===== config.mk =====
export PLATFORM = sky130hd
export DESIGN_NAME = drda_top
export DESIGN_NICKNAME = d
export VERILOG_FILES = /design/src/core/drda_pkg.sv /design/src/core/drda_top.sv
export VERILOG_INCLUDE_DIRS = /design/src /design/src/core
export SDC_FILE = /design/constraint.sdc
export NUM_CORES = 1
export LEC_CHECK = 0
export BUFFER_PORTS_ARGS = -buffer_cell sky130_fd_sc_hd__buf_2
export CAP_MARGIN = 20
export CORE_UTILIZATION = 45
export CTS_BUF_LIST = sky130_fd_sc_hd__clkbuf_2
export CTS_CLUSTER_DIAMETER = 100
export DETAILED_ROUTE_END_ITERATION = 7
export RECOVER_POWER = 50
export SETUP_SLACK_MARGIN = 0.3
export SKIP_CTS_REPAIR_TIMING = 1
export SYNTH_ARGS = -nofsm -noshare
export SYNTH_HDL_FRONTEND = slang
export SYNTH_SLANG_ARGS = --single-unit
export TNS_END_PERCENT = 30

===== constraint.sdc =====
create_clock -name sys_clk -period 5.3 [get_ports sys_clk]
set_input_delay 1.06 -clock sys_clk [delete_from_list [all_inputs] [get_ports sys_clk]]
set_output_delay 1.06 -clock sys_clk [all_outputs]
set_load 0.01 [all_outputs]

===== src/core/drda_map.svh =====
// Purpose: Offsets, field positions, reset values and fixed ranges of the resource decode block.
// Assumes: Included by the package and the top module; definitions only.
// Notes: Byte addresses on an Avalon-MM slave with 32-bit data.
//
// Behaviour
// - With bit 31 and the parallel port monitor enable set, I/O cycles to the parallel port range are claimed.
// - With bit 30 set, generic device 13 memory and port hits are claimed, each gated by its own enable.
// - With bit 29 set, generic device 12 memory and port hits are claimed, each gated by its own enable.
// - Bit 28 decodes keyboard ports 60h and 64h; forwarding needs that device's separate forward enable.
// - Bit 27 decodes memory segments A and B for monitoring only and never claims them.
// - Bit 26 decodes VGA ports 3B0h to 3DFh for monitoring only and never claims them.
// - With bit 25 and the game audio range enable set, the game audio ranges are claimed.
// - Bit 24 decodes the frame window given by bits 23:10 for monitoring only, never claiming it.
// - Mask bits 23:22 stand for address bits 21:20, and a one makes the compare ignore that bit.
// - Mask value 10 masks only address bit 21, giving a window in two separate pieces.
// - Base bits 21:10 compare with address bits 31:20 under the mask and feed monitor eleven.
// - Bits 9:8 pick one of four fixed codec audio port ranges.
// - Bit 7 decodes the chosen codec range; forwarding needs device four's forward enable.
// - Each monitored hit is an activity event that reloads the standby timer if its reload enable is set.
`ifndef DRDA_MAP_SVH
`define DRDA_MAP_SVH

// ====================================================================
// Register offsets
`define DRDA_OFF_DEVRES_A 8'h5c
`define DRDA_OFF_COMPANION 8'h80
`define DRDA_OFF_GEN_IO 8'h84
`define DRDA_OFF_GEN_MEM 8'h88
`define DRDA_OFF_RELOAD 8'h8c
`define DRDA_OFF_STATUS 8'h90
`define DRDA_RESET_WORD 32'h0000_0000

// ====================================================================
// Resource A fields
`define DRDA_B_LPT_FWD 31
`define DRDA_B_GEN13_FWD 30
`define DRDA_B_GEN12_FWD 29
`define DRDA_B_KBD_DEC 28
`define DRDA_B_VGA_MEM 27
`define DRDA_B_VGA_PORT 26
`define DRDA_B_GAME_FWD 25
`define DRDA_B_FRAME_DEC 24
`define DRDA_B_CODEC_DEC 7

// ====================================================================
// Companion fields
`define DRDA_B_LPT_MON 0
`define DRDA_B_GEN13_MEM 3
`define DRDA_B_GEN13_PORT 4
`define DRDA_B_GEN12_MEM 5
`define DRDA_B_GEN12_PORT 6
`define DRDA_B_GAME_RANGE 7
`define DRDA_B_KBD_FWD 10
`define DRDA_B_CODEC_FWD 11

// ====================================================================
// Device monitor numbers
`define DRDA_DEV_AUDIO 4
`define DRDA_DEV_LPT 8
`define DRDA_DEV_VIDEO 11
`define DRDA_DEV_GEN12 12
`define DRDA_DEV_GEN13 13
`define DRDA_NUM_DEV 14

// ====================================================================
// Fixed ranges
`define DRDA_KBD_DATA 16'h0060
`define DRDA_KBD_CMD 16'h0064
`define DRDA_VGA_FIRST 16'h03b0
`define DRDA_VGA_LAST 16'h03df
`define DRDA_AB_SEG 15'h0005
`define DRDA_FM_FIRST 16'h0388
`define DRDA_FM_LAST 16'h038b

`endif


===== src/core/drda_pkg.sv =====
// Purpose: Types shared by the resource decode block.
// Assumes: Constants come from drda_map.svh.
// Notes: None.
`include "drda_map.svh"

package drda_pkg;

   // ====================================================================
   // Carriers
   typedef struct packed {
      logic valid;
      logic is_io;
      logic is_mem;
      logic [31:0] addr;
   } drda_pci_req_s;

   typedef struct packed {
      logic claim;
      logic [`DRDA_NUM_DEV-1:0] activity;
      logic global_reload;
   } drda_decode_s;

   typedef enum logic [1:0] {
      DRDA_BUS_IDLE = 2'b01,
      DRDA_BUS_ACK = 2'b10
   } drda_bus_e;

   typedef struct packed {
      drda_bus_e bus;
      logic waitrequest;
      logic [31:0] readdata;
      logic [31:0] devres_a;
      logic [31:0] companion;
      logic [31:0] gen_io;
      logic [31:0] gen_mem;
      logic [31:0] reload_en;
      logic [31:0] status;
      drda_decode_s dec;
   } drda_state_s;

endpackage


===== src/core/drda_top.sv =====
// Purpose: Resource decode register and legacy range decoder for the device monitors.
// Assumes: PCI cycle info arrives on sys_clk as a one-cycle valid with address and space.
// Notes: Decode results appear one cycle after the request and are single-cycle pulses.
`timescale 1ns/1ps
`include "drda_map.svh"

module drda_top (
   // Clock and reset
   input wire logic sys_clk,
   input wire logic rst,
   // Avalon-MM slave
   input wire logic [7:0] avs_address,
   input wire logic avs_read,
   input wire logic avs_write,
   input wire logic [31:0] avs_writedata,
   input wire logic [3:0] avs_byteenable,
   output logic [31:0] avs_readdata,
   output logic avs_waitrequest,
   // PCI cycle seen by the decoder
   input wire drda_pkg::drda_pci_req_s pci_req,
   // Decode results
   output drda_pkg::drda_decode_s decode_out
);
   import drda_pkg::*;

   drda_state_s state_q;
   drda_state_s state_d;

   // ====================================================================
   // Helpers
   function automatic logic [31:0] merge_bytes(input logic [31:0] old_val, input logic [31:0] new_val,
                                               input logic [3:0] be);
      logic [31:0] res;
      res = old_val;
      for (int i = 0; i < 4; i++) begin
         if (be[i]) begin
            res[i*8 +: 8] = new_val[i*8 +: 8];
         end
      end
      return res;
   endfunction

   function automatic logic in_range(input logic [15:0] a, input logic [15:0] lo, input logic [15:0] hi);
      return (a >= lo) && (a <= hi);
   endfunction

   // ====================================================================
   // Register fields
   logic lpt_fwd;
   logic gen13_fwd;
   logic gen12_fwd;
   logic kbd_dec;
   logic vga_mem_dec;
   logic vga_port_dec;
   logic game_fwd;
   logic frame_dec;
   logic [1:0] frame_mask;
   logic [11:0] frame_base;
   logic [1:0] codec_sel;
   logic codec_dec;

   assign lpt_fwd = state_q.devres_a[`DRDA_B_LPT_FWD];
   assign gen13_fwd = state_q.devres_a[`DRDA_B_GEN13_FWD];
   assign gen12_fwd = state_q.devres_a[`DRDA_B_GEN12_FWD];
   assign kbd_dec = state_q.devres_a[`DRDA_B_KBD_DEC];
   assign vga_mem_dec = state_q.devres_a[`DRDA_B_VGA_MEM];
   assign vga_port_dec = state_q.devres_a[`DRDA_B_VGA_PORT];
   assign game_fwd = state_q.devres_a[`DRDA_B_GAME_FWD];
   assign frame_dec = state_q.devres_a[`DRDA_B_FRAME_DEC];
   assign frame_mask = state_q.devres_a[23:22];
   assign frame_base = state_q.devres_a[21:10];
   assign codec_sel = state_q.devres_a[9:8];
   assign codec_dec = state_q.devres_a[`DRDA_B_CODEC_DEC];

   logic lpt_mon;
   logic [1:0] lpt_sel;
   logic gen13_mem_en;
   logic gen13_port_en;
   logic gen12_mem_en;
   logic gen12_port_en;
   logic game_range_en;
   logic [1:0] game_sel;
   logic kbd_fwd;
   logic codec_fwd;

   assign lpt_mon = state_q.companion[`DRDA_B_LPT_MON];
   assign lpt_sel = state_q.companion[2:1];
   assign gen13_mem_en = state_q.companion[`DRDA_B_GEN13_MEM];
   assign gen13_port_en = state_q.companion[`DRDA_B_GEN13_PORT];
   assign gen12_mem_en = state_q.companion[`DRDA_B_GEN12_MEM];
   assign gen12_port_en = state_q.companion[`DRDA_B_GEN12_PORT];
   assign game_range_en = state_q.companion[`DRDA_B_GAME_RANGE];
   assign game_sel = state_q.companion[9:8];
   assign kbd_fwd = state_q.companion[`DRDA_B_KBD_FWD];
   assign codec_fwd = state_q.companion[`DRDA_B_CODEC_FWD];

   // ====================================================================
   // Address qualification
   logic io_cyc;
   logic mem_cyc;
   logic [15:0] port;

   assign io_cyc = pci_req.valid && pci_req.is_io && (pci_req.addr[31:16] == 16'h0000);
   assign mem_cyc = pci_req.valid && pci_req.is_mem;
   assign port = pci_req.addr[15:0];

   // ====================================================================
   // Fixed range decodes
   logic [15:0] lpt_lo;
   logic [15:0] lpt_hi;
   // End points held whole, so no adder sits in the compare path
   logic [15:0] codec_lo;
   logic [15:0] codec_hi;
   logic [15:0] game_lo;
   logic [15:0] game_hi;
   logic [15:0] game_tail_lo;
   logic [15:0] game_tail_hi;

   always_comb begin
      case (lpt_sel)
         2'b00: begin
            lpt_lo = 16'h0378;
            lpt_hi = 16'h037f;
         end
         2'b01: begin
            lpt_lo = 16'h0278;
            lpt_hi = 16'h027f;
         end
         2'b10: begin
            lpt_lo = 16'h03bc;
            lpt_hi = 16'h03be;
         end
         default: begin
            // Reserved select decodes nothing
            lpt_lo = 16'hffff;
            lpt_hi = 16'h0000;
         end
      endcase
   end

   always_comb begin
      // Eight ports from each base
      case (codec_sel)
         2'b00: begin
            codec_lo = 16'h0530;
            codec_hi = 16'h0537;
         end
         2'b01: begin
            codec_lo = 16'h0604;
            codec_hi = 16'h060b;
         end
         2'b10: begin
            codec_lo = 16'h0e80;
            codec_hi = 16'h0e87;
         end
         default: begin
            codec_lo = 16'h0f40;
            codec_hi = 16'h0f47;
         end
      endcase
   end

   always_comb begin
      // Each select opens a 16-port block and a 4-port tail above it
      case (game_sel)
         2'b00: begin
            game_lo = 16'h0220;
            game_hi = 16'h022f;
            game_tail_lo = 16'h0230;
            game_tail_hi = 16'h0233;
         end
         2'b01: begin
            game_lo = 16'h0240;
            game_hi = 16'h024f;
            game_tail_lo = 16'h0250;
            game_tail_hi = 16'h0253;
         end
         2'b10: begin
            game_lo = 16'h0260;
            game_hi = 16'h026f;
            game_tail_lo = 16'h0270;
            game_tail_hi = 16'h0273;
         end
         default: begin
            game_lo = 16'h0280;
            game_hi = 16'h028f;
            game_tail_lo = 16'h0290;
            game_tail_hi = 16'h0293;
         end
      endcase
   end

   logic lpt_hit;
   logic kbd_hit;
   logic vga_port_hit;
   logic vga_mem_hit;
   logic codec_hit;
   logic game_hit;
   logic frame_hit;

   assign lpt_hit = io_cyc && lpt_mon && in_range(port, lpt_lo, lpt_hi);
   assign kbd_hit = io_cyc && kbd_dec && ((port == `DRDA_KBD_DATA) || (port == `DRDA_KBD_CMD));
   assign vga_port_hit = io_cyc && vga_port_dec && in_range(port, `DRDA_VGA_FIRST, `DRDA_VGA_LAST);
   assign vga_mem_hit = mem_cyc && vga_mem_dec && (pci_req.addr[31:17] == `DRDA_AB_SEG);
   assign codec_hit = io_cyc && codec_dec && in_range(port, codec_lo, codec_hi);
   assign game_hit = io_cyc && game_range_en &&
                     (in_range(port, game_lo, game_hi) ||
                      in_range(port, game_tail_lo, game_tail_hi) ||
                      in_range(port, `DRDA_FM_FIRST, `DRDA_FM_LAST));

   // ====================================================================
   // Frame window compare
   logic [11:0] frame_care;

   // Mask bits map to the two lowest compared address bits; 10 leaves a split window
   assign frame_care = {10'h3ff, ~frame_mask};
   assign frame_hit = mem_cyc && frame_dec &&
                      (((pci_req.addr[31:20] ^ frame_base) & frame_care) == 12'h000);

   // ====================================================================
   // Generic devices
   logic gen12_io_hit;
   logic gen13_io_hit;
   logic gen12_mem_hit;
   logic gen13_mem_hit;

   assign gen12_io_hit = io_cyc && gen12_port_en && (port[15:2] == state_q.gen_io[15:2]);
   assign gen13_io_hit = io_cyc && gen13_port_en && (port[15:2] == state_q.gen_io[31:18]);
   assign gen12_mem_hit = mem_cyc && gen12_mem_en && (pci_req.addr[31:16] == state_q.gen_mem[15:0]);
   assign gen13_mem_hit = mem_cyc && gen13_mem_en && (pci_req.addr[31:16] == state_q.gen_mem[31:16]);

   // ====================================================================
   // Claim and activity
   logic claim;
   logic [`DRDA_NUM_DEV-1:0] activity;

   always_comb begin
      claim = 1'b0;
      claim = claim || (lpt_fwd && lpt_hit);
      claim = claim || (gen13_fwd && (gen13_io_hit || gen13_mem_hit));
      claim = claim || (gen12_fwd && (gen12_io_hit || gen12_mem_hit));
      claim = claim || (kbd_fwd && kbd_hit);
      claim = claim || (game_fwd && game_hit);
      claim = claim || (codec_fwd && codec_hit);
      // Video memory, video ports and the frame window never join the claim
   end

   always_comb begin
      activity = '0;
      activity[`DRDA_DEV_AUDIO] = codec_hit || game_hit;
      activity[`DRDA_DEV_LPT] = lpt_hit;
      activity[`DRDA_DEV_VIDEO] = kbd_hit || vga_port_hit || vga_mem_hit || frame_hit;
      activity[`DRDA_DEV_GEN12] = gen12_io_hit || gen12_mem_hit;
      activity[`DRDA_DEV_GEN13] = gen13_io_hit || gen13_mem_hit;
   end

   // ====================================================================
   // Register read mux
   logic [31:0] rd_word;

   always_comb begin
      case (avs_address)
         `DRDA_OFF_DEVRES_A: rd_word = state_q.devres_a;
         `DRDA_OFF_COMPANION: rd_word = state_q.companion;
         `DRDA_OFF_GEN_IO: rd_word = state_q.gen_io;
         `DRDA_OFF_GEN_MEM: rd_word = state_q.gen_mem;
         `DRDA_OFF_RELOAD: rd_word = state_q.reload_en;
         `DRDA_OFF_STATUS: rd_word = state_q.status;
         default: rd_word = 32'h0000_0000;
      endcase
   end

   // ====================================================================
   // Next state
   always_comb begin
      state_d = state_q;
      // Decode outputs are one-cycle pulses
      state_d.dec.claim = claim;
      state_d.dec.activity = activity;
      state_d.dec.global_reload = |(activity & state_q.reload_en[`DRDA_NUM_DEV-1:0]);
      if (pci_req.valid) begin
         state_d.status = {15'h0000, claim, 2'b00, activity};
      end
      case (state_q.bus)
         DRDA_BUS_IDLE: begin
            state_d.waitrequest = 1'b1;
            if (avs_read || avs_write) begin
               state_d.bus = DRDA_BUS_ACK;
               state_d.waitrequest = 1'b0;
               state_d.readdata = avs_read ? rd_word : 32'h0000_0000;
            end
         end
         DRDA_BUS_ACK: begin
            // Write lands at the edge where the master sees waitrequest low
            state_d.bus = DRDA_BUS_IDLE;
            state_d.waitrequest = 1'b1;
            if (avs_write) begin
               case (avs_address)
                  `DRDA_OFF_DEVRES_A:
                     state_d.devres_a = merge_bytes(state_q.devres_a, avs_writedata, avs_byteenable);
                  `DRDA_OFF_COMPANION:
                     state_d.companion = merge_bytes(state_q.companion, avs_writedata, avs_byteenable);
                  `DRDA_OFF_GEN_IO:
                     state_d.gen_io = merge_bytes(state_q.gen_io, avs_writedata, avs_byteenable);
                  `DRDA_OFF_GEN_MEM:
                     state_d.gen_mem = merge_bytes(state_q.gen_mem, avs_writedata, avs_byteenable);
                  `DRDA_OFF_RELOAD:
                     state_d.reload_en = merge_bytes(state_q.reload_en, avs_writedata, avs_byteenable);
                  default: begin
                     // Unmapped and read-only words ignore writes
                  end
               endcase
            end
         end
         default: begin
            state_d.bus = DRDA_BUS_IDLE;
            state_d.waitrequest = 1'b1;
         end
      endcase
   end

   // ====================================================================
   // State register
   // Synchronous reset: every field cleared, decode pulses included, except waitrequest set high and bus set to idle
   always_ff @(posedge sys_clk) begin
      if (rst) begin
         state_q.bus <= DRDA_BUS_IDLE;
         state_q.waitrequest <= 1'b1;
         state_q.readdata <= 32'h0000_0000;
         state_q.devres_a <= `DRDA_RESET_WORD;
         state_q.companion <= `DRDA_RESET_WORD;
         state_q.gen_io <= `DRDA_RESET_WORD;
         state_q.gen_mem <= `DRDA_RESET_WORD;
         state_q.reload_en <= `DRDA_RESET_WORD;
         state_q.status <= `DRDA_RESET_WORD;
         state_q.dec <= '0;
      end else begin
         state_q <= state_d;
      end
   end

   assign avs_readdata = state_q.readdata;
   assign avs_waitrequest = state_q.waitrequest;
   assign decode_out = state_q.dec;

endmodule


== Word level (Yosys, flattened, before mapping) ==
Index checks and enable logic that the tools add are counted.
Storage, ports and cells
  register bits: 217
  input port bits: 83
  word-level logic and storage cells: 157
  output and inout port bits: 49
Cells by class
  bitwise logic cells: 5
  equal/unequal tests: 21
  reductions and logical operators: 80
  order comparisons: 12
  mux-type cells: 11
Operators by type and width (number)
  32-bit case mux with 6 select lines: 1
  8-bit case mux with 3 select lines: 4
  4-bit AND reduction: 20
  12-bit case mux with 3 select lines: 2
  16-bit greater-or-equal comparator: 4
  16-bit less-or-equal comparator: 4
  16-bit case mux with 3 select lines: 1
  8-bit equality test (second input constant): 5
  1-bit logical AND: 37
  33-bit 2-to-1 mux: 1
  16-bit equality test: 2
  16-bit by 7-bit equality test with 1-bit output (second input constant): 2
  16-bit by 10-bit greater-or-equal comparator with 1-bit output (second input constant): 2
  16-bit by 10-bit less-or-equal comparator with 1-bit output (second input constant): 2
  32-bit 2-to-1 mux: 1
  10-bit case mux with 3 select lines: 1
  14-bit equality test: 2
  16-bit logical NOT: 1
  15-bit by 3-bit equality test with 1-bit output (second input constant): 1
  1-bit logical OR: 15
  14-bit AND: 1
  14-bit OR reduction: 1
  12-bit AND: 1
  12-bit logical NOT: 1
  9 further kinds: 17

== Depth between registers and ports, before layout ==
Gate-level depths: netlist of run 1.
  depth in word-level cells: 11
  mapped depth: 11
  gate-level depth less buffers: 11

== Worst setup path before layout of run 1 ==
OpenSTA, ideal clock, no wires.
  path kind: input to register
  start point: input avs_address[5]
  end point: register state_q[112] (netlist name)
  cell stages on the path: 8
  arrival: 2679 ps
  library setup time: 132 ps
  data required time: 5168 ps
  setup slack: 2489 ps
  buffers on the path: 2
  path through: or3_1 or3_1 buf_6 nor3b_4 buf_6 nand2_1 nand2_1 a21oi_1
On the way
  longest elaborated chain between the ends: 2
RTL lines
  start, declared: line drda_top.sv:12  | input wire logic [7:0] avs_address,
  8-bit equality test: line drda_top.sv:298  | case (avs_address)
  4-bit AND reduction (no source line)
  end signal, assigned: line drda_top.sv:338  | state_q <= state_d;
  end, declared: line drda_top.sv:26  | drda_state_s state_q;
Every way passes these cells.
A chain may end at the register's enable or synchronous reset.

== Final worst setup path of run 1 ==
  start point: input avs_address[2]
  end point: register state_q (netlist bit avs_readdata[29])
On the way
  longest elaborated chain between the ends: 3
  elaborated cells on any way between the ends: 8
  those cells by class: eq/ne: 6; mux: 2
RTL lines
  8-bit equality test / 8-bit by 7-bit equality test with 1-bit output (equally long branches): line drda_top.sv:262  | case (avs_address)
  32-bit case mux with 6 select lines *: line drda_top.sv:262
  32-bit 2-to-1 mux *: line drda_top.sv:290  | state_d.readdata = avs_read ? rd_word : 32'h0000_0000;
Every way passes the cells marked *; elsewhere a longest branch is shown, timed or not.

==> results of run 1 <==
-- routing by layer --
metal | routed length, microns | global-route usage | vias to the layer above
li1 | - | - | 4923
met1 | 16600 | 0.413 | 4878
met2 | 16500 | 0.453 | 495
met3 | 3140 | 0.0653 | 96
met4 | 1570 | 0.143 | 0
met5 | 0 | 0 | -
-- final cells by class --
cell class	instances	area [sq um]	share of cell area
Multi-Input combinational cell	1004	5960	0.506
Sequential cell	208	4160	0.354
Timing Repair Buffer	142	704	0.0598
Tap cell	319	399	0.0339
Clock buffer	78	390	0.0332
Inverter	24	90.1	0.00765
Clock inverter	10	65.1	0.00553
Antenna cell	1	2.50	0.000213
-- logic make-up after synthesis --
logic type | after synthesis
muxes | 59
and+or+nand+nor | 531
DFF | 208
xor gates and xnor gates | 72
other | 1
buffers and inverters | 167
AOI/OAI and AO/OA | 299
adders and majority gates | 34
-- through the flow --
step           utilization  power (mW)  setup slack [ps]
5_1_grt              0.496        3.01              1040
3_3_place_gp         0.482        1.84              1230
6_report             0.496        2.88              1160
4_1_cts              0.501        2.91              2060
3_5_place_dp         0.482        1.84              1210
2_1_floorplan            -        1.73              2490
-- flip-flops by register name, indices dropped and copies added, names as in the netlist --
register / cells
state_q: 133
avs_readdata: 32
frame_base: 12
decode_out: 7
codec_sel: 2
frame_mask: 2
game_sel: 2
lpt_sel: 2
avs_waitrequest: 1
codec_dec: 1
codec_fwd: 1
frame_dec: 1
game_fwd: 1
game_range_en: 1
gen12_fwd: 1
gen12_mem_en: 1
gen12_port_en: 1
gen13_fwd: 1
gen13_mem_en: 1
gen13_port_en: 1
kbd_dec: 1
kbd_fwd: 1
lpt_fwd: 1
lpt_mon: 1
-- worst max-delay path by stage --
| stage | end | start | slack [ps] |
|---|---|---|---|
| after detailed placement | state_q[177] | avs_address[2] | 1210 |
| after global placement | gen12_fwd | avs_address[2] | 1230 |
| after CTS | state_q[176] | avs_address[2] | 2060 |
| after floorplan | state_q[112] | avs_address[5] | 2490 |
| after global routing | avs_readdata[31] | avs_address[2] | 1040 |
| final | avs_readdata[29] | avs_address[2] | 1160 |
-- worst max-delay path, stage by stage --
cell and delay (ps):
buf_2 330, and2_1 440, nor4bb_1 230, o311ai_1 1550, clkbuf_1 690, a21oi_1 240
a21oi_1 180, nor2_1 50
-- cell usage in the layout (no fill, tap or decap), types with 24 or more instances in the layout --
cell type / n
buf_2: 80
inv_1: 24
clkbuf_1: 44
mux2i_1: 41
nand3_1: 139
nor2_1: 125
a22oi_1: 41
clkbuf_2: 78
a21oi_1: 187
nand2_1: 178
dfxtp_1: 208
xnor2_1: 63
ha_1: 34
-- report_power, final --
group | leakage, nW | switching (mW) | internal, mW
Clock | 0.357 | 0.650 | 0.433
Combinational | 1.87 | 0.168 | 0.0685
Sequential | 1.68 | 0.000727 | 1.56
Total | 3.91 | 0.819 | 2.07
==> summary.txt, run 1 <==
Status
  • Status: complete, but fails checks
  • Violated checks: capacitance limit, slew limit

Detailed routing
  • # DRC: 0
  • DR pass1 iterations: 6
  • Drt via density: between 5 and 6
  • First DRT Iteration DRCs: between 1,000 and 1,500
  • WL final: between 30 and 40 mm
  • Via count: between 10,000 and 15,000
  • Antenna Violating Nets Remaining: 0
  • Average wire per standard cell: 21.2 microns

Synth
  • Largest family of logic cells by synthesized area: simple AND/OR/NAND/NOR gates
  • Register bit total from synthesis: 208
  • EDFF count, synth: 0
  • Top post-synthesis cells by count: 208 x dfxtp_1, 187 x a21oi_1, 178 x nand2_1
  • Synth cell types: 71
  • Post-synthesis mux area share: 0.0557
  • Syn Inst Count: 1,371
  • Most common cell in the netlist: dfxtp_1
  • Main synth FF type: dfxtp_1
  • Synth top area share: 0.378
  • Post-synthesis compound-gate area fraction: 0.164
  • Synth Area in Simple Gates: 0.225
  • Mapped Area: between 10,000 and 15,000 sq um
  • Top post-synthesis cells by area: dfxtp_1 38%, a21oi_1 8.5%, nand3_1 6.3%, nand2_1 6.1%, xnor2_1 5.0%
  • Synth Area per Inst: between 8 and 9 sq um
  • Share of synthesized cell area in full adder, half adder and majority cells: 0.0386
  • Xor/xnor share of the synthesized area: 0.0573
  • Total number of yosys warnings: 0
  • Sequential-to-total area share from yosys stat: 0.378
  • Ys async rst share: 0
  • Cell accounting for the most synthesized area: dfxtp_1

Clocking
  • CTS tree: built
  • CTS buffer count: slightly above 50
  • CTS H-Tree Depth: 2
  • Worst-path clk slew: 90 ps
  • Clk Tree Root Cell: clkbuf_2
  • Clock sinks: 208
  • Clk_lat worst skew: between 800 and 900 ps
  • CTS Buffer Depth: 3

Final layout
  • Non-filler cells, final: 1,786
  • FILL cells: about 2,400
  • Nets: 1,548
  • Layout cells sized above 1: 0.140
  • Final instance area: 11,800 sq um
  • Area grow syn2layout: 6.92%

Floorplan
  • DIE HEIGHT: 158 microns
  • Core area: 23,800 sq um
  • Rows: 56
  • Die Wd: 158 microns
  • DIE AREA: 25,100 sq um
  • IO Pins: approximately 130
  • Initial Utilization: 0.464

Min path
  • HP Class: flop to flop
  • Hold Path Cell Cnt: 2
  • Origin of the worst min-delay path: state_q[76]
  • Worst Hold Path EP: state_q[76]

Power
  • PwrDens: 245 nW/um^2
  • LEAKAGE: slightly below 4 nW
  • Max IR drop VDD: 0.160 mV

GRT
  • Vias in the first global route: 9,446
  • Initial antenna violation count: 1
  • Largest net degree at the start of global routing: 142
  • Gr usage total: 0.303
  • First-pass GRT wire length: 56.5 mm
  • Total grt overflow: 0

Timing
  • Setup violators final: 0
  • Worst hold slack: 456 ps
  • Final TNS setup: 0 ps
  • Slew Viols, Final: 50
  • Fmax: 242 MHz
  • Worst Skew: about 63 ps
  • RSZ-0062 raised after global routing: false
  • Slew @ Worst Pin: approximately 1900 ps
  • Fin crit share: 0.780
  • Fin crit period: 4140 ps
  • Fin. Hold Viols: 0
  • Relative slew slack: -0.316

Setup path
  • FF-to-FF End: state_q[32]
  • Crit path kind: input pin to flop
  • CP Capture Type: flop
  • Crit path DAT: 4780 ps
  • WP data required: 5940 ps
  • Crit path max fanout: 31
  • FF-to-FF path depth: 10
  • Startpoint Class: input pin
  • Launching point of the worst reg2reg path: lpt_sel[0]
  • R2r setup slk: 2200 ps

Placed design
  • Routability cong.: 0.890
  • Post-DP Area: 11,400 sq um
  • I/O Buffers: 122
  • Placed cells: 1,697
  • HPWL after DPL: 26.8 mm

Job
  • Number of max-cap violations: 2
No activity file was read; power rests on OpenSTA's default activity.
==> run 2, diff against run 1 <==
--- a/config.mk
+++ b/config.mk
@@ -6,12 +6,14 @@
 export SDC_FILE = /design/constraint.sdc
 export NUM_CORES = 1
 export LEC_CHECK = 0
+export ABC_AREA = 1
 export BUFFER_PORTS_ARGS = -buffer_cell sky130_fd_sc_hd__buf_2
 export CAP_MARGIN = 20
 export CORE_UTILIZATION = 45
 export CTS_BUF_LIST = sky130_fd_sc_hd__clkbuf_2
 export CTS_CLUSTER_DIAMETER = 100
 export DETAILED_ROUTE_END_ITERATION = 7
+export PLACE_DENSITY = 0.67
 export RECOVER_POWER = 50
 export SETUP_SLACK_MARGIN = 0.3
 export SKIP_CTS_REPAIR_TIMING = 1
==> constraint.sdc (replaced) <==
create_clock -name sys_clk -period 3.65 [get_ports sys_clk]
set_input_delay 0.73 -clock sys_clk [delete_from_list [all_inputs] [get_ports sys_clk]]
set_output_delay 0.73 -clock sys_clk [all_outputs]
set_load 0.01 [all_outputs]
==> summary.txt, run 2 <==
Status
  • Status: finished clean

Clocking
  • Clk_lat worst skew: 900 ps (+60 ps)
  • CTS H-Tree Depth: 2 (unchanged)
  • CTS buffer count: 55 (+7.8%)
  • CTS Buffer Depth: 3 (unchanged)
  • Worst-path clk slew: 100 ps (about the same)
  • Clock sinks: 208 (unchanged)
  • CTS tree: built
  • Clk Tree Root Cell: clkbuf_2

Timing
  • Slew @ Worst Pin: 1060 ps (-884 ps)
  • Fin crit share: 0.815
  • Final TNS setup: 0 ps (unchanged)
  • Setup WS post-layout: 676 ps (-488 ps)
  • Relative slew slack: 0.293 (+0.610)
  • Fin crit period: 2970 ps
  • Fin. Hold Viols: 0 (unchanged)
  • Worst hold slack: 166 ps (-291 ps)
  • Slew Viols, Final: 0 (-100%)
  • Worst Skew: 55.5 ps (-7.37 ps)
  • Setup violators final: 0 (unchanged)
  • Fmax: roughly 340 MHz
  • RSZ-0062 raised after global routing: false

Synth
  • Total number of yosys warnings: 0 (unchanged)
  • Synth Area in Simple Gates: 0.235 (+0.0103)
  • Xor/xnor share of the synthesized area: 0.0142 (-0.0431)
  • Top post-synthesis cells by count: 329 x nand2_1, 208 x dfxtp_1, 201 x o21ai_0
  • Synth top area share: 0.375 (-0.00362)
  • Sequential-to-total area share from yosys stat: 0.375 (-0.00362)
  • Top post-synthesis cells by area: dfxtp_1 37%, nand2_1 11%, o21ai_0 9.0%, a21oi_1 7.1%, nor2_1 6.7%
  • Share of synthesized cell area in full adder, half adder and majority cells: 0.0383 (-0.000370)
  • Largest family of logic cells by synthesized area: simple AND/OR/NAND/NOR gates
  • EDFF count, synth: 0 (unchanged)
  • Most common cell in the netlist: nand2_1
  • Mapped Area: 11,100 sq um (+0.97%)
  • Cell accounting for the most synthesized area: dfxtp_1
  • Synth Area per Inst: 6.81 sq um (-15%)
  • Ys async rst share: 0 (unchanged)
  • Post-synthesis mux area share: 0 (-0.0557)
  • Main synth FF type: dfxtp_1
  • Register bit total from synthesis: 208 (unchanged)
  • Post-synthesis compound-gate area fraction: 0.212 (+0.0475)
  • Syn Inst Count: 1,632 (+19%)
  • Synth cell types: 44 (-38%)

Detailed routing
  • DR pass1 iterations: 7 (+1)
  • # DRC: 0 (unchanged)
  • Met3 routed wirelength: 4.47 mm (+42%)
  • First DRT Iteration DRCs: 1,127 (+12%)
  • Average wire per standard cell: 19.2 microns (-9.2%)
  • WL final: 40.2 mm (+6.3%)
  • Top Metal Used: met5
  • Antenna Violating Nets Remaining: 0 (unchanged)
  • Drt via density: 5.43 (-6.6%)
  • Via count: 11,400 (+9.3%)
  • M1 wire length: 17.0 mm (+2.2%)
  • Met2 WL post-DR: 17.1 mm (+3.4%)

Final layout
  • Top reg by flops: state_q
  • Layout cells sized above 1: 0.137 (-0.00280)
  • Area grow syn2layout: 8.76%
  • Most frequent cells in the layout: 332 x nand2_1, 215 x o21ai_0, 208 x nor2_1, 208 x dfxtp_1, 194 x inv_1
  • Commonest non-fill, non-tap cell in the layout: nand2_1
  • FILL cells: 2,610 (+9.4%)
  • Multi-input logic area: 5490 sq um (-7.8%)
  • Max FFs per register: 133 (unchanged)
  • Post-layout util: 0.499 (+0.00298)
  • Nets: 1,844 (+19%)
  • Flip-flop and latch area: 4160 sq um (unchanged)

Floorplan
  • DIE HEIGHT: 159 microns (+0.48%)
  • IO Pins: 132 (unchanged)
  • Core area: 24,200 sq um (+2.1%)
  • DIE AREA: 25,300 sq um (+0.96%)
  • Initial Utilization: 0.458 (-0.00509)
  • Die Wd: 159 microns (+0.48%)
  • Rows: 57 (+1.8%)

Setup path
  • Startpoint Class: input pin
  • Crit path max fanout: 13 (-58%)
  • Crit path kind: input pin to flop
  • CP Capture Type: flop
  • Crit path DAT: 3710 ps (-1070 ps)
  • WP data required: 4390 ps (-1550 ps)

Placed design
  • HPWL after DPL: 30.0 mm (+12%)
  • Pre-CTS setup slack: 669 ps (-544 ps)
  • Routability cong.: 1.04 (+17%)
  • I/O Buffers: 122 (unchanged)

GRT
  • Total grt overflow: 0 (unchanged)
  • Initial antenna violation count: 2 (+1)
  • First-pass GRT wire length: 60.7 mm (+7.5%)
  • Largest net degree at the start of global routing: 49 (-65%)
  • Vias in the first global route: 10,400 (+10%)
  • Gr usage total: 0.312 (+0.00931)

Job
  • Number of max-cap violations: 0 (-2)

Power
  • Max IR drop VDD: 0.166 mV (+3.6%)
  • LEAKAGE: 5.23 nW (+34%)
  • PwrDens: 362 nW/um^2 (+48%)
  • Pwr Total: 4.38 mW (+52%)

Min path
  • HP Class: input pin to flop
[run 2: cell types whose count changed in the layout (fill, tap and decap cells not counted), moves of 50 or more]
cell,before,now
nor2_1,125,208
o21ai_0,14,215
xnor2_1,63,13
nand2_1,178,332
nand3_1,139,38
inv_1,24,194
[run 2: layer usage]
metal / global-route usage / vias up
met1: 0.425 / 5149
met2: 0.475 / 647
li1: - / 5457
met4: 0.137 / 2
met3: 0.0682 / 108
met5: 0 / -
[run 2: where the power goes]
| group | internal [mW] | switching (mW) | total, mW |
|---|---|---|---|
| Clock | 0.711 | 1.01 | 1.73 |
| Sequential | 2.27 | 0.00383 | 2.28 |
| Combinational | 0.108 | 0.265 | 0.373 |
[run 2: logic make-up (layout without fill, tap and decap cells)]
kind of cell,after synthesis,in the layout
DFF,208,208
and+or+nand+nor,620,620
other,1,10
xor gates and xnor gates,18,18
buffers and inverters,311,437
AOI/OAI and AO/OA,440,440
adders and majority gates,34,34
[run 2: area by class of cell]
class,instances,area share
diodes,1,0.000207
repair buffers,139,0.0618
flip-flops and latches,208,0.344
multi-input cells,1121,0.454
clock inverters,19,0.0109
clock buffers,77,0.0319
well taps,324,0.0335
inverters,202,0.0631
[run 2: critical path, stage by stage]
cell	delay [ps]
buf_2	100
inv_1	60
nand2_1	70
nor3_1	720
nand3_4	140
clkinvlp_2	130
clkbuf_1	630
nand2_4	190
nor2_1	310
inv_1	280
o21ai_0	270
a21oi_1	70
[run 2: path summary, 6_finish.rpt]
| path | startpoint | to | slack (ps) | depth (start not counted) |
|---|---|---|---|---|
| hold / removal | avs_writedata[29] | gen12_fwd | 170 | 3 |
| hold reg to reg | state_q[162] | state_q[162] | 450 | 2 |
| setup reg to reg | state_q[242] | state_q[135] | 1340 | 7 |
| setup / recovery | avs_address[6] | state_q[96] | 680 | 12 |
[run 2: stage by stage]
step                cell area, sq um  cells
finish                         12100   2091
global route                   12100   2091
detailed placement             11700   1994
floorplan                      11100   1640
CTS                            12200   2090
global placement               11700   1994
